$ cat src/shared/emcr_pkg.sv
// Purpose: Constants and types for the Ethernet module configuration register bank.
// Assumes: 40 MHz core clock; register access by register number, one 32-bit word each.
// Notes:   Every offset, field position, fixed value and timing count lives here.
package emcr_pkg;

    // ------------------------------------------------------------------
    // Register numbers and fields
    // ------------------------------------------------------------------
    localparam logic [5:0]  IDX_SUBNET_MASK    = 6'h04;
    localparam logic [5:0]  IDX_GATEWAY        = 6'h05;
    localparam logic [5:0]  IDX_SETUP_FLAGS    = 6'h06;
    localparam logic [5:0]  IDX_OUTPUT_DRIVE   = 6'h07;
    localparam logic [5:0]  IDX_UPDATE_DIVIDER = 6'h08;
    localparam logic [5:0]  IDX_NODE_ALIAS     = 6'h09;
    localparam logic [5:0]  IDX_LINK_TIMEOUT   = 6'h0a;
    localparam logic [5:0]  IDX_INPUT_MASK     = 6'h0b;

    localparam logic [31:0] FIXED_SUBNET_MASK  = 32'hffff_ff00;
    localparam logic [31:0] FIXED_GATEWAY      = 32'hc0a8_64fe;

    localparam int SB_ERR_BRAKE     = 0;
    localparam int SB_ERR_DISABLE   = 1;
    localparam int SB_NAME_CLEAR    = 2;
    localparam int SB_STD_PROFILE   = 3;
    localparam int SB_ENDLESS_REL   = 4;
    localparam int SB_REG_MIRROR    = 5;
    localparam int SB_PDO_EIGHT     = 6;
    localparam int SB_DEBOUNCE      = 7;
    localparam int SB_OUT_MIRROR    = 8;
    localparam int SB_IN_MIRROR     = 9;
    localparam int SB_DHCP          = 10;
    localparam int SB_NATIVE_UNITS  = 11;
    localparam int SB_SWAP_BYTES    = 12;
    localparam int SB_ALT_CYCLIC    = 13;
    localparam int SETUP_W          = 14;

    localparam int NEG_LIMIT_LSB    = 0;
    localparam int POS_LIMIT_LSB    = 8;
    localparam int INVERT_LSB       = 16;
    localparam logic [3:0] PDO_REGS_VENDOR_SHORT = 4'h5;
    localparam logic [3:0] PDO_REGS_VENDOR_LONG  = 4'h8;

    // ------------------------------------------------------------------
    // Timing
    // ------------------------------------------------------------------
    localparam int CLK_HZ          = 40_000_000;
    localparam int DEBOUNCE_MS     = 20;
    localparam int DEBOUNCE_CYCLES = DEBOUNCE_MS * (CLK_HZ / 1000);
    localparam int TIMEOUT_UNIT_MS = 100;
    localparam int TIMEOUT_CYCLES  = TIMEOUT_UNIT_MS * (CLK_HZ / 1000);

    // ------------------------------------------------------------------
    // Types
    // ------------------------------------------------------------------
    typedef enum logic [2:0] {
        PROTO_ETHERCAT   = 3'h0,
        PROTO_ETHERNETIP = 3'h1,
        PROTO_MODBUS_TCP = 3'h2,
        PROTO_PROFINET   = 3'h3,
        PROTO_POWERLINK  = 3'h4,
        PROTO_SERCOS     = 3'h5
    } emcr_proto_t;

    typedef struct packed {
        logic        valid;
        logic        write;
        logic [5:0]  index;
        logic [31:0] wdata;
    } emcr_req_t;

    typedef struct packed {
        logic        valid;
        logic [31:0] rdata;
    } emcr_rsp_t;

    typedef struct packed {
        logic       name_clear;
        logic       std_profile;
        logic       hold_position;
        logic       reg_mirror;
        logic [3:0] pdo_regs;
        logic       dhcp;
        logic       native_units;
        logic       swap;
        logic       ext_encoder;
        logic [15:0] node_alias;
    } emcr_mode_t;

    typedef struct packed {
        logic        booted;
        logic [31:0] subnet;
        logic [31:0] gateway;
        logic [SETUP_W-1:0] setup;
        logic [1:0]  out_drive;
        logic [15:0] divider;
        logic [15:0] alias_num;
        logic [15:0] timeout;
        logic [19:0] in_mask;
        logic [SETUP_W-1:0] act_setup;
        logic [15:0] act_divider;
        logic [15:0] act_alias;
        emcr_rsp_t   rsp;
        logic [3:0]  in_s1;
        logic [3:0]  in_s2;
        logic [3:0]  in_db;
        logic [19:0] db_cnt;
        logic [15:0] div_cnt;
        logic        motor_update;
        logic [21:0] tick_cnt;
        logic [15:0] tmo_cnt;
        logic        tmo_expired;
        logic        err_passive;
        logic        err_brake;
        logic        first_output;
        logic        second_output;
        logic [3:0]  neg_limit;
        logic [3:0]  pos_limit;
        logic [3:0]  mirror_bits;
        logic [31:0] cyc_out;
        emcr_mode_t  mode;
    } emcr_state_t;

endpackage : emcr_pkg

$ cat src/core/emcr_config_regs.sv
// Purpose: Configuration register bank of an industrial Ethernet module inside a motor.
// Assumes: Requests, protocol type, events and flash image come from logic on clk.
// Notes:   Setup, divider and alias take effect only from the flash image at boot.
//
// Operation
// Under the ring protocol the netmask reads 255.255.255.0 and ignores writes.
// Under the ring protocol the gateway reads 192.168.100.254 and ignores writes.
// Setup bit changes act only after flash save and a power cycle.
// Ethernet error: passive if bit 0 clear, zero velocity if set; bit 1 disables.
// Under PROFINET the name-clear bit blanks the station name at power-up.
// Drive-profile bit: 0 selects vendor profile, 1 the standard drive profile.
// Endless relative with relative mode in CiA402 freezes reported actual position.
// Under Modbus TCP the mirror bit also maps registers from 0x300.
// Vendor profile maps five registers per PDO, or eight with the PDO bit.
// Debounce bit debounces inputs 1 to 4 before mirroring, adding 15 to 25 ms.
// Output-mirror bit drives module outputs from motor error bits 30 and 31.
// Input-mirror bit copies module inputs to motor register 210 bits 2 to 5.
// DHCP only when its bit is set under EtherNet/IP or Modbus TCP.
// Units bit selects SI units or motor native units for CiA402 set objects.
// Under PROFINET the swap bit reverses byte order of cyclic data words.
// Under Sercos the cyclic bit reports external encoder position and velocity.
// Output register bit 0 drives output one, bit 1 output two.
// Motor is updated once every N network cycles, N in bits 0 to 15.
// Divider and alias are sampled only at power-up or after reset.
// Under EtherCAT alias bits 0 to 15 give the manual node number.
// Modbus link supervision times out after N times 100 ms; zero disables.
// Mask bits select negative and positive limit inputs and their inversion.
// The controller saves parameters by writing command 16 to the command register.
// A supervision expiry counts as an Ethernet error and triggers the error action.
`timescale 1ns/10ps
module emcr_config_regs #(
    parameter int DEBOUNCE_CYCLES = emcr_pkg::DEBOUNCE_CYCLES,
    parameter int TIMEOUT_CYCLES  = emcr_pkg::TIMEOUT_CYCLES
) (
    input  wire logic                  clk,
    input  wire logic                  nrst,
    input  wire emcr_pkg::emcr_req_t   req,
    output emcr_pkg::emcr_rsp_t        rsp,
    input  wire emcr_pkg::emcr_proto_t proto,
    input  wire logic [13:0]           boot_setup,
    input  wire logic [15:0]           boot_divider,
    input  wire logic [15:0]           boot_alias,
    input  wire logic                  eth_error,
    input  wire logic                  link_traffic,
    input  wire logic                  net_cycle,
    input  wire logic                  relative_mode,
    input  wire logic [1:0]            motor_error_bits,
    input  wire logic [3:0]            digital_inputs_one_to_four,
    input  wire logic [31:0]           cyc_word_in,
    output logic                       motor_update,
    output logic                       err_passive,
    output logic                       err_brake,
    output logic                       link_timeout,
    output logic                       first_output,
    output logic                       second_output,
    output logic [3:0]                 negative_limit_select,
    output logic [3:0]                 positive_limit_select,
    output logic [3:0]                 motor_reg210_bits,
    output logic [31:0]                cyc_word_out,
    output emcr_pkg::emcr_mode_t       mode
);

    // ------------------------------------------------------------------
    // Helpers
    // ------------------------------------------------------------------
    function automatic logic [31:0] swap_bytes(input logic [31:0] w);
        swap_bytes = {w[7:0], w[15:8], w[23:16], w[31:24]};
    endfunction : swap_bytes

    function automatic logic [31:0] read_word(input emcr_pkg::emcr_state_t s,
                                              input logic [5:0] idx,
                                              input logic ring);
        read_word = 32'h0000_0000;
        case (idx)
            emcr_pkg::IDX_SUBNET_MASK:    read_word = ring ? emcr_pkg::FIXED_SUBNET_MASK
                                                           : s.subnet;
            emcr_pkg::IDX_GATEWAY:        read_word = ring ? emcr_pkg::FIXED_GATEWAY
                                                           : s.gateway;
            emcr_pkg::IDX_SETUP_FLAGS:    read_word = {18'h0, s.setup};
            emcr_pkg::IDX_OUTPUT_DRIVE:   read_word = {30'h0, s.out_drive};
            emcr_pkg::IDX_UPDATE_DIVIDER: read_word = {16'h0, s.divider};
            emcr_pkg::IDX_NODE_ALIAS:     read_word = {16'h0, s.alias_num};
            emcr_pkg::IDX_LINK_TIMEOUT:   read_word = {16'h0, s.timeout};
            emcr_pkg::IDX_INPUT_MASK:     read_word = {12'h0, s.in_mask};
            default:                      read_word = 32'h0000_0000;
        endcase
    endfunction : read_word

    localparam int SETUP_W_L = emcr_pkg::SETUP_W;

    emcr_pkg::emcr_state_t st_r;
    emcr_pkg::emcr_state_t st_nxt;

    // ------------------------------------------------------------------
    // Next state
    // ------------------------------------------------------------------
    always_comb
    begin
        logic       ring;
        logic       wr;
        logic       err_evt;
        logic [3:0] pins;
        logic [3:0] inv_pins;
        logic [SETUP_W_L-1:0] a;
        ring     = 1'b0;
        wr       = 1'b0;
        err_evt  = 1'b0;
        pins     = 4'h0;
        inv_pins = 4'h0;
        a        = '0;
        st_nxt   = st_r;
        ring     = (proto == emcr_pkg::PROTO_POWERLINK);
        wr       = req.valid && req.write;
        a        = st_r.act_setup;

        // Flash image is taken once, at the first edge after reset release.
        // boot sampling
        if (!st_r.booted)
        begin
            st_nxt.booted      = 1'b1;
            st_nxt.setup       = boot_setup;
            st_nxt.act_setup   = boot_setup;
            st_nxt.divider     = boot_divider;
            st_nxt.act_divider = boot_divider;
            st_nxt.alias_num   = boot_alias;
            st_nxt.act_alias   = boot_alias;
        end

        // Register writes touch only the stored copies, never the active setup.
        // deferred setup
        if (wr)
        begin
            case (req.index)
                // fixed addresses
                emcr_pkg::IDX_SUBNET_MASK:    if (!ring) st_nxt.subnet = req.wdata;
                emcr_pkg::IDX_GATEWAY:        if (!ring) st_nxt.gateway = req.wdata;
                emcr_pkg::IDX_SETUP_FLAGS:    st_nxt.setup = req.wdata[SETUP_W_L-1:0];
                emcr_pkg::IDX_OUTPUT_DRIVE:   st_nxt.out_drive = req.wdata[1:0];
                emcr_pkg::IDX_UPDATE_DIVIDER: st_nxt.divider = req.wdata[15:0];
                emcr_pkg::IDX_NODE_ALIAS:     st_nxt.alias_num = req.wdata[15:0];
                emcr_pkg::IDX_LINK_TIMEOUT:   st_nxt.timeout = req.wdata[15:0];
                emcr_pkg::IDX_INPUT_MASK:     st_nxt.in_mask = req.wdata[19:0] & 20'hf_0f0f;
                default:                      st_nxt.rsp.rdata = st_r.rsp.rdata;
            endcase
        end
        st_nxt.rsp.valid = req.valid;
        st_nxt.rsp.rdata = (req.valid && !req.write) ? read_word(st_r, req.index, ring)
                                                      : 32'h0000_0000;

        // Input synchroniser, then a settle timer that clears whenever the input matches the debounced value.
        st_nxt.in_s1 = digital_inputs_one_to_four;
        st_nxt.in_s2 = st_r.in_s1;
        // input debounce
        if (st_r.in_s2 != st_r.in_db)
        begin
            if (st_r.db_cnt == 20'(DEBOUNCE_CYCLES - 1))
            begin
                st_nxt.in_db  = st_r.in_s2;
                st_nxt.db_cnt = 20'h0_0000;
            end
            else
            begin
                st_nxt.db_cnt = st_r.db_cnt + 20'h0_0001;
            end
        end
        else
        begin
            st_nxt.db_cnt = 20'h0_0000;
        end
        pins = a[emcr_pkg::SB_DEBOUNCE] ? st_r.in_db : st_r.in_s2;

        // input mirror
        st_nxt.mirror_bits = a[emcr_pkg::SB_IN_MIRROR] ? pins : 4'h0;

        // limit switch mask
        inv_pins = pins ^ st_r.in_mask[emcr_pkg::INVERT_LSB +: 4];
        st_nxt.neg_limit = inv_pins & st_r.in_mask[emcr_pkg::NEG_LIMIT_LSB +: 4];
        st_nxt.pos_limit = inv_pins & st_r.in_mask[emcr_pkg::POS_LIMIT_LSB +: 4];

        // output drive
        if (a[emcr_pkg::SB_OUT_MIRROR])
        begin
            st_nxt.first_output  = motor_error_bits[0];
            st_nxt.second_output = motor_error_bits[1];
        end
        else
        begin
            st_nxt.first_output  = st_r.out_drive[0];
            st_nxt.second_output = st_r.out_drive[1];
        end

        // A divider of zero behaves as one: every network cycle updates the motor.
        // poll division
        st_nxt.motor_update = 1'b0;
        if (net_cycle)
        begin
            if ({1'b0, st_r.div_cnt} + 17'h0_0001 >= {1'b0, st_r.act_divider})
            begin
                st_nxt.motor_update = 1'b1;
                st_nxt.div_cnt      = 16'h0000;
            end
            else
            begin
                st_nxt.div_cnt = st_r.div_cnt + 16'h0001;
            end
        end

        // link supervision
        st_nxt.tmo_expired = 1'b0;
        if (proto != emcr_pkg::PROTO_MODBUS_TCP || st_r.timeout == 16'h0000 || link_traffic)
        begin
            st_nxt.tick_cnt = 22'h00_0000;
            st_nxt.tmo_cnt  = 16'h0000;
        end
        else if (st_r.tick_cnt == 22'(TIMEOUT_CYCLES - 1))
        begin
            st_nxt.tick_cnt = 22'h00_0000;
            if (st_r.tmo_cnt + 16'h0001 >= st_r.timeout)
            begin
                st_nxt.tmo_expired = 1'b1;
                st_nxt.tmo_cnt     = 16'h0000;
            end
            else
            begin
                st_nxt.tmo_cnt = st_r.tmo_cnt + 16'h0001;
            end
        end
        else
        begin
            st_nxt.tick_cnt = st_r.tick_cnt + 22'h00_0001;
        end

        // error action
        err_evt = eth_error || st_r.tmo_expired;
        st_nxt.err_passive = err_evt && !a[emcr_pkg::SB_ERR_DISABLE]
                             && !a[emcr_pkg::SB_ERR_BRAKE];
        st_nxt.err_brake   = err_evt && !a[emcr_pkg::SB_ERR_DISABLE]
                             && a[emcr_pkg::SB_ERR_BRAKE];

        // byte swap
        st_nxt.cyc_out = st_r.mode.swap ? swap_bytes(cyc_word_in) : cyc_word_in;

        // mode decode
        st_nxt.mode.name_clear    = a[emcr_pkg::SB_NAME_CLEAR]
                                    && proto == emcr_pkg::PROTO_PROFINET;
        st_nxt.mode.std_profile   = a[emcr_pkg::SB_STD_PROFILE];
        st_nxt.mode.hold_position = a[emcr_pkg::SB_ENDLESS_REL] && relative_mode
                                    && a[emcr_pkg::SB_STD_PROFILE]
                                    && proto == emcr_pkg::PROTO_ETHERCAT;
        st_nxt.mode.reg_mirror    = a[emcr_pkg::SB_REG_MIRROR]
                                    && proto == emcr_pkg::PROTO_MODBUS_TCP;
        st_nxt.mode.pdo_regs      = a[emcr_pkg::SB_PDO_EIGHT] ? emcr_pkg::PDO_REGS_VENDOR_LONG
                                                               : emcr_pkg::PDO_REGS_VENDOR_SHORT;
        st_nxt.mode.dhcp          = a[emcr_pkg::SB_DHCP]
                                    && (proto == emcr_pkg::PROTO_ETHERNETIP
                                        || proto == emcr_pkg::PROTO_MODBUS_TCP);
        st_nxt.mode.native_units  = a[emcr_pkg::SB_NATIVE_UNITS];
        st_nxt.mode.swap          = a[emcr_pkg::SB_SWAP_BYTES]
                                    && proto == emcr_pkg::PROTO_PROFINET;
        st_nxt.mode.ext_encoder   = a[emcr_pkg::SB_ALT_CYCLIC]
                                    && proto == emcr_pkg::PROTO_SERCOS;
        st_nxt.mode.node_alias    = (proto == emcr_pkg::PROTO_ETHERCAT) ? st_r.act_alias
                                                                        : 16'h0000;
    end

    // ------------------------------------------------------------------
    // State register
    // ------------------------------------------------------------------
    always_ff @(posedge clk or negedge nrst)
    begin
        if (!nrst)
        begin
            st_r <= '0;
        end
        else
        begin
            st_r <= st_nxt;
        end
    end

    assign rsp                   = st_r.rsp;
    assign motor_update          = st_r.motor_update;
    assign err_passive           = st_r.err_passive;
    assign err_brake             = st_r.err_brake;
    assign link_timeout          = st_r.tmo_expired;
    assign first_output          = st_r.first_output;
    assign second_output         = st_r.second_output;
    assign negative_limit_select = st_r.neg_limit;
    assign positive_limit_select = st_r.pos_limit;
    assign motor_reg210_bits     = st_r.mirror_bits;
    assign cyc_word_out          = st_r.cyc_out;
    assign mode                  = st_r.mode;
endmodule : emcr_config_regs

$ cat config.mk
export PLATFORM = sky130hd
export DESIGN_NAME = emcr_config_regs
export DESIGN_NICKNAME = d
export VERILOG_FILES = /design/src/shared/emcr_pkg.sv /design/src/core/emcr_config_regs.sv
export SDC_FILE = /design/constraint.sdc
export NUM_CORES = 1
export LEC_CHECK = 0
export ABC_CLOCK_PERIOD_IN_PS = 3750
export BUFFER_PORTS_ARGS = -buffer_cell sky130_fd_sc_hd__buf_2
export CORE_MARGIN = 2
export CORE_UTILIZATION = 30
export CTS_BUF_LIST = sky130_fd_sc_hd__clkbuf_16
export CTS_CLUSTER_DIAMETER = 100
export DETAILED_ROUTE_END_ITERATION = 10
export HOLD_SLACK_MARGIN = 0.1
export PLACE_DENSITY = 0.49
export RECOVER_POWER = 25
export SETUP_SLACK_MARGIN = 0.4
export SYNTH_ARGS = -nofsm -noshare
export SYNTH_HDL_FRONTEND = slang
export SYNTH_SLANG_ARGS = --single-unit
export TNS_END_PERCENT = 50
$ cat constraint.sdc
create_clock -name clk -period 3.75 [get_ports clk]
set_input_delay 0.75 -clock clk [delete_from_list [all_inputs] [get_ports clk]]
set_output_delay 0.75 -clock clk [all_outputs]
set_load 0.01 [all_outputs]
======== Word level (Yosys, flattened, before mapping) ========
Index checks and enable logic that the tools add are counted.
storage, ports and cells
  logic and storage cells ................. 128
  memories ................................ 0
  bits in latches ......................... 0
  output and inout bits ................... 111
  flip-flop bits (word level) ............. 384
  input bits .............................. 133
  ROM bits ................................ 0
  bits in writable memories ............... 0
cells by class
  muxes and demuxes ....................... 30
  $lt $le $gt $ge ......................... 2
  multipliers ............................. 0
  shift-type cells ........................ 0
  add/sub/neg operators ................... 5
  bitwise gates (word level) .............. 4
  equal/unequal tests ..................... 17
  divide/modulo/power cells ............... 0
  reduce and logical (&&, ||, !) cells .... 29
operator list
  kind                                                 number
  one-hot mux 32 bit (8 select lines)                  1
  two-way mux 32 bit                                   5
  two-way mux 16 bit                                   6
  two-way mux 84 bit                                   1
  two-way mux 20 bit                                   3
  two-way mux 38 bit                                   1
  adder 16 x 1 -> 16 bit, second input constant        2
  two-way mux 14 bit                                   2
  equality test 6 x 3 -> 1 bit, second input constant  4
  equality test 6 x 4 -> 1 bit, second input constant  4
  adder 22 x 1 -> 22 bit, second input constant        1
  equality test 22 bit, second input constant          1
  two-way mux 22 bit                                   1
  adder 20 x 1 -> 20 bit, second input constant        1
  equality test 20 bit, second input constant          1
  adder 16 x 1 -> 17 bit, second input constant        1
  greater-or-equal comparator 17 x 16 -> 1 bit         1
  two-way mux 17 bit                                   1
  greater-or-equal comparator 16 bit                   1
  zero test 16 bit                                     1
  logical AND 1 bit                                    13
  two-way mux 4 bit                                    3
  bitwise AND 4 bit                                    2
  AND reduction 2 bit                                  4
  14 further kinds                                     26

======== Depth between registers and ports, before layout ========
  depth after elaboration ................. 5
  gate-level depth with buffers ........... 14

======== Worst setup path after synthesis ========
No wires, ideal clock.
  path kind ............................... reg-to-reg
  from .................................... register st_r[122] (netlist name)
  to ...................................... register st_r[118] (netlist name)
  path buffers ............................ 0
  setup time .............................. 0.121 ns
  setup slack ............................. 0.420 ns
  cell stages (with the launch flop) ...... 12
  arrival time ............................ 3.209 ns
  path through ............................ dfrtp_1 -> and4_1 -> and2_1 -> nor3b_1 -> and3_1 -> xor2_1 -> ha_1 -> nand3_1 -> or4_1 -> o2111ai_1 -> nor2_1 -> a22o_1
on the way
  word-level cells in the longest chain between the ends .. 3
RTL lines
  element                                       RTL line                 RTL
  start: declaration                            emcr_config_regs.sv:91   emcr_pkg::emcr_state_t st_r;
  start signal: assignment                      emcr_config_regs.sv:277  st_r <= st_nxt;
  adder 16 x 1 -> 17 bit                        emcr_config_regs.sv:197  if ({1'b0, st_r.div_cnt} + 17'h0_0001 >= {1'b0, st_r.act_divider})
  greater-or-equal comparator 17 x 16 -> 1 bit  emcr_config_regs.sv:197
  two-way mux 16 bit                            emcr_config_regs.sv:197
No other way between the ends.
A chain may end at the register's enable or synchronous reset.

======== Final worst setup path ========
  from .................................... register st_r[123] (netlist name)
  to ...................................... register st_r[130] (netlist name)
on the way
  word-level cells in the longest chain between the ends .. 3
  elaborated cells between the ends (all ways) .. 4
  classes of those cells .................. 2 x add/sub; 1 x order compare; 1 x mux
RTL lines
  element                                       RTL line
  adder 16 x 1 -> 17 bit                        emcr_config_regs.sv:197
  greater-or-equal comparator 17 x 16 -> 1 bit  emcr_config_regs.sv:197
  two-way mux 16 bit *                          emcr_config_regs.sv:197
Every way passes the cells marked *; elsewhere a longest branch is shown, timed or not.

==> flow_summary.json <==
{
  "drv_cap": 1,
  "p_leak_uw": 0.0100,
  "die-area_mm2": 0.0613,
  "ant_nets": 0,
  "p_seq_frac": 0.475,
  "cts_root_buffer": "clkbuf_16",
  "crit_chain": "and4_1 > and2_4 > nor3b_1 > buf_4 > and3_1 > xor2_1 > ha_1 > nand3_1 > or4_4 > o2111ai_4 > buf_4 > o21ai_0 > a22o_1",
  "pwr-share-comb": 0.098,
  "synth_area_mm2": 0.0178,
  "synth-seq-cells": 382,
  "grt_pass1_vias": 12152,
  "worst_path_most_repeated_cell": "buf_4",
  "cts_max_path_buffers": 3,
  "worst_skew_pair.late_latency_ns": 0.58,
  "path_clk_slew_ns": 0.06,
  "port_buffers": 242,
  "io_pins": 244,
  "tightest_slew_ns": 1.81,
  "skew_ns": 0.0121,
  "r2r_cells": 13,
  "hold_path_depth": 1,
  "fmax_mhz": 306,
  "tritoncts": "built",
  "period_share": 0.871,
  "wl_um": 50200,
  "yosys_warnings": 0,
  "layout_common_cells": "dfrtp_1, buf_2, mux2_2",
  "dpl.hpwl_um": 35200,
  "drive_above_1_share": 0.310,
  "firstDrtPassIters": 5,
  "switchingPower_uw": 2510,
  "antenna_found_initial": 8,
  "critPathTopFamily": "simple AND/OR/NAND/NOR gates",
  "crit_type": "flop to flop",
  "ff2ff_setup_slack_ns": 0.49,
  "syn_avg_cell_area_um2": 11.5,
  "cp-end-kind": "flop",
  "grt_pass1_wl_um": 75900,
  "crit_required_ns": 4.21,
  "synth_cell_types": 61,
  "period_minus_slack_ns": 3.26,
  "synth_ff_type": "dfrtp_1",
  "htree_levels": 2,
  "syn2layout_area_growth_pct": 16.4,
  "grt_max_degree": 83,
  "via_per_inst": 4.81,
  "outcome": "complete, but fails checks",
  "reg2reg_from": "st_r[123]",
  "vias": 12118,
  "async_flop_share": 1.00,
  "ys_seq_area_frac": 0.537,
  "failed_checks": "capacitance limit, slew limit",
  "grtUsageTotal": 0.164,
  "hp-class": "input port to flop",
  "start_util": 0.303,
  "core_area_mm2": 0.0588,
  "synth_edf_count": 0,
  "gp_congestion": 0.830,
  "rows": 89,
  "die_w_um": 248,
  "path_max_fanout": 6,
  "layout_commonest_cell": "dfrtp_1",
  "numCtsBuffers": 45,
  "clkPwrFrac": 0.427,
  "fin_tns_setup_ns": 0,
  "post-route-util": 0.352,
  "start_kind": "flop",
  "p_int_uw": 7240,
  "fin_nets": 1877,
  "wl_per_cell_um": 20.0,
  "grt_overflow": 0,
  "synth_nets": 1723,
  "first_iter_violations": 796,
  "postSynthCellCount": 1554,
  "swShare": 0.258,
  "nFillCells": 5843,
  "critical_path_buf_inv_count": 2,
  "cts.sinks": 382,
  "die_h_um": 248,
  "relSlewSlack": -0.205,
  "max_stage_delay_ns": 0.55,
  "critPathSlowestCell": "or4_4",
  "rsz0062_at_grt": "true",
  "drc": 0,
  "p_per_area_mw_per_mm2": 471,
  "path_depth": 13,
  "arrival_ns": 3.73,
  "slew_violations": 61,
  "setup_viol": 0,
  "ir_worst_vdd_uv": 279,
  "hold_violations": 0,
  "hold_buffers": 0,
  "hold_end": "st_nxt[159]",
  "timing.rr.end": "st_r[130]",
  "hold_start": "digital_inputs_one_to_four[3]"
}
## sequential cells by signal, summed over array words and instances (netlist names), 4 cells and up
signal                 cells
st_r                     267
rsp                       33
cyc_word_out              32
mode                      26
st_nxt                     6
motor_reg210_bits          4
negative_limit_select      4
positive_limit_select      4
## how the worst max path moves through the flow
stage,from,end,slack (ns)
after floorplan,st_r[122],st_r[118],0.42
after global placement,st_r[116],st_r[130],0.46
after detailed placement,st_r[116],st_r[128],0.35
after CTS,st_r[116],st_r[130],0.42
after global routing,st_r[123],st_r[130],0.35
final,st_r[123],st_r[130],0.49
## cell usage after synthesis (all sizes together), types with 13 or more instances
cell    number  area share
buf        123       0.050
xnor2       25       0.012
o21ai       78       0.022
clkbuf      53       0.011
ha          36       0.025
and3        23      0.0081
and2        31       0.011
nand3       41       0.012
nor2       106       0.022
xor2        37       0.018
a22o        16      0.0079
nand2      103       0.022
a222oi      13      0.0073
mux2i       51       0.029
a21oi       77       0.022
dfrtp      382        0.54
inv         40      0.0084
mux2       163        0.11
## layout make-up
type / count / area, um^2 / share of cell area
clock inverter: 34 / 211 / 0.0102
timing repair buffer: 283 / 1590 / 0.0766
inverter: 41 / 154 / 0.00743
clock buffer: 47 / 1180 / 0.0568
tap: 773 / 967 / 0.0467
antenna: 2 / 5.00 / 0.000242
sequential: 382 / 9570 / 0.462
multi-input combinational: 955 / 7060 / 0.340
## metrics by stage
step,cell area (um^2),worst slack (ns),total power (uW),std cells,hold WS (ns)
floorplan,17800,0.420,5230,1554,0.331
global placement,19200,0.464,5620,2428,0.338
detailed placement,19200,0.347,5660,2428,0.336
CTS,20700,0.417,9900,2509,0.131
global route,20700,0.354,10200,2515,0.233
finish,20700,0.486,9750,2517,0.280
## kinds of logic after synthesis
group / after synthesis / synth area share
other: 2 / 0.000422
AO/OA/AOI/OAI: 246 / 0.0860
multiplexers: 214 / 0.138
AND/OR/NAND/NOR: 395 / 0.113
flip-flops: 382 / 0.537
XOR/XNOR: 62 / 0.0305
adder cells (fa/ha/maj): 36 / 0.0253
buffers and inverters: 217 / 0.0703
## per-layer routing
metal	vias up	global-route usage	share of wire
li1	5655	-	-
met1	6097	0.223	0.46
met2	289	0.265	0.47
met3	69	0.0341	0.056
met4	8	0.0402	0.019
met5	-	0	0.0011
## timing repair
| item | 4_1_cts | 5_1_grt |
|---|---|---|
| buffers inserted | 0 | 6 |
| endpoints found under the setup margin | 8 | 19 |
| gates resized for setup | 5 | 9 |
| pin swaps | 0 | 3 |
## power groups by stage
stage	clock, uW	sequential [uW]	combinational, uW
finish	4170	4630	953
global route	4490	4670	1070
CTS	4300	4630	962
detailed placement	0	4710	953
global placement	0	4700	929
floorplan	0	4620	611
Power figures use the tool's default switching activity.
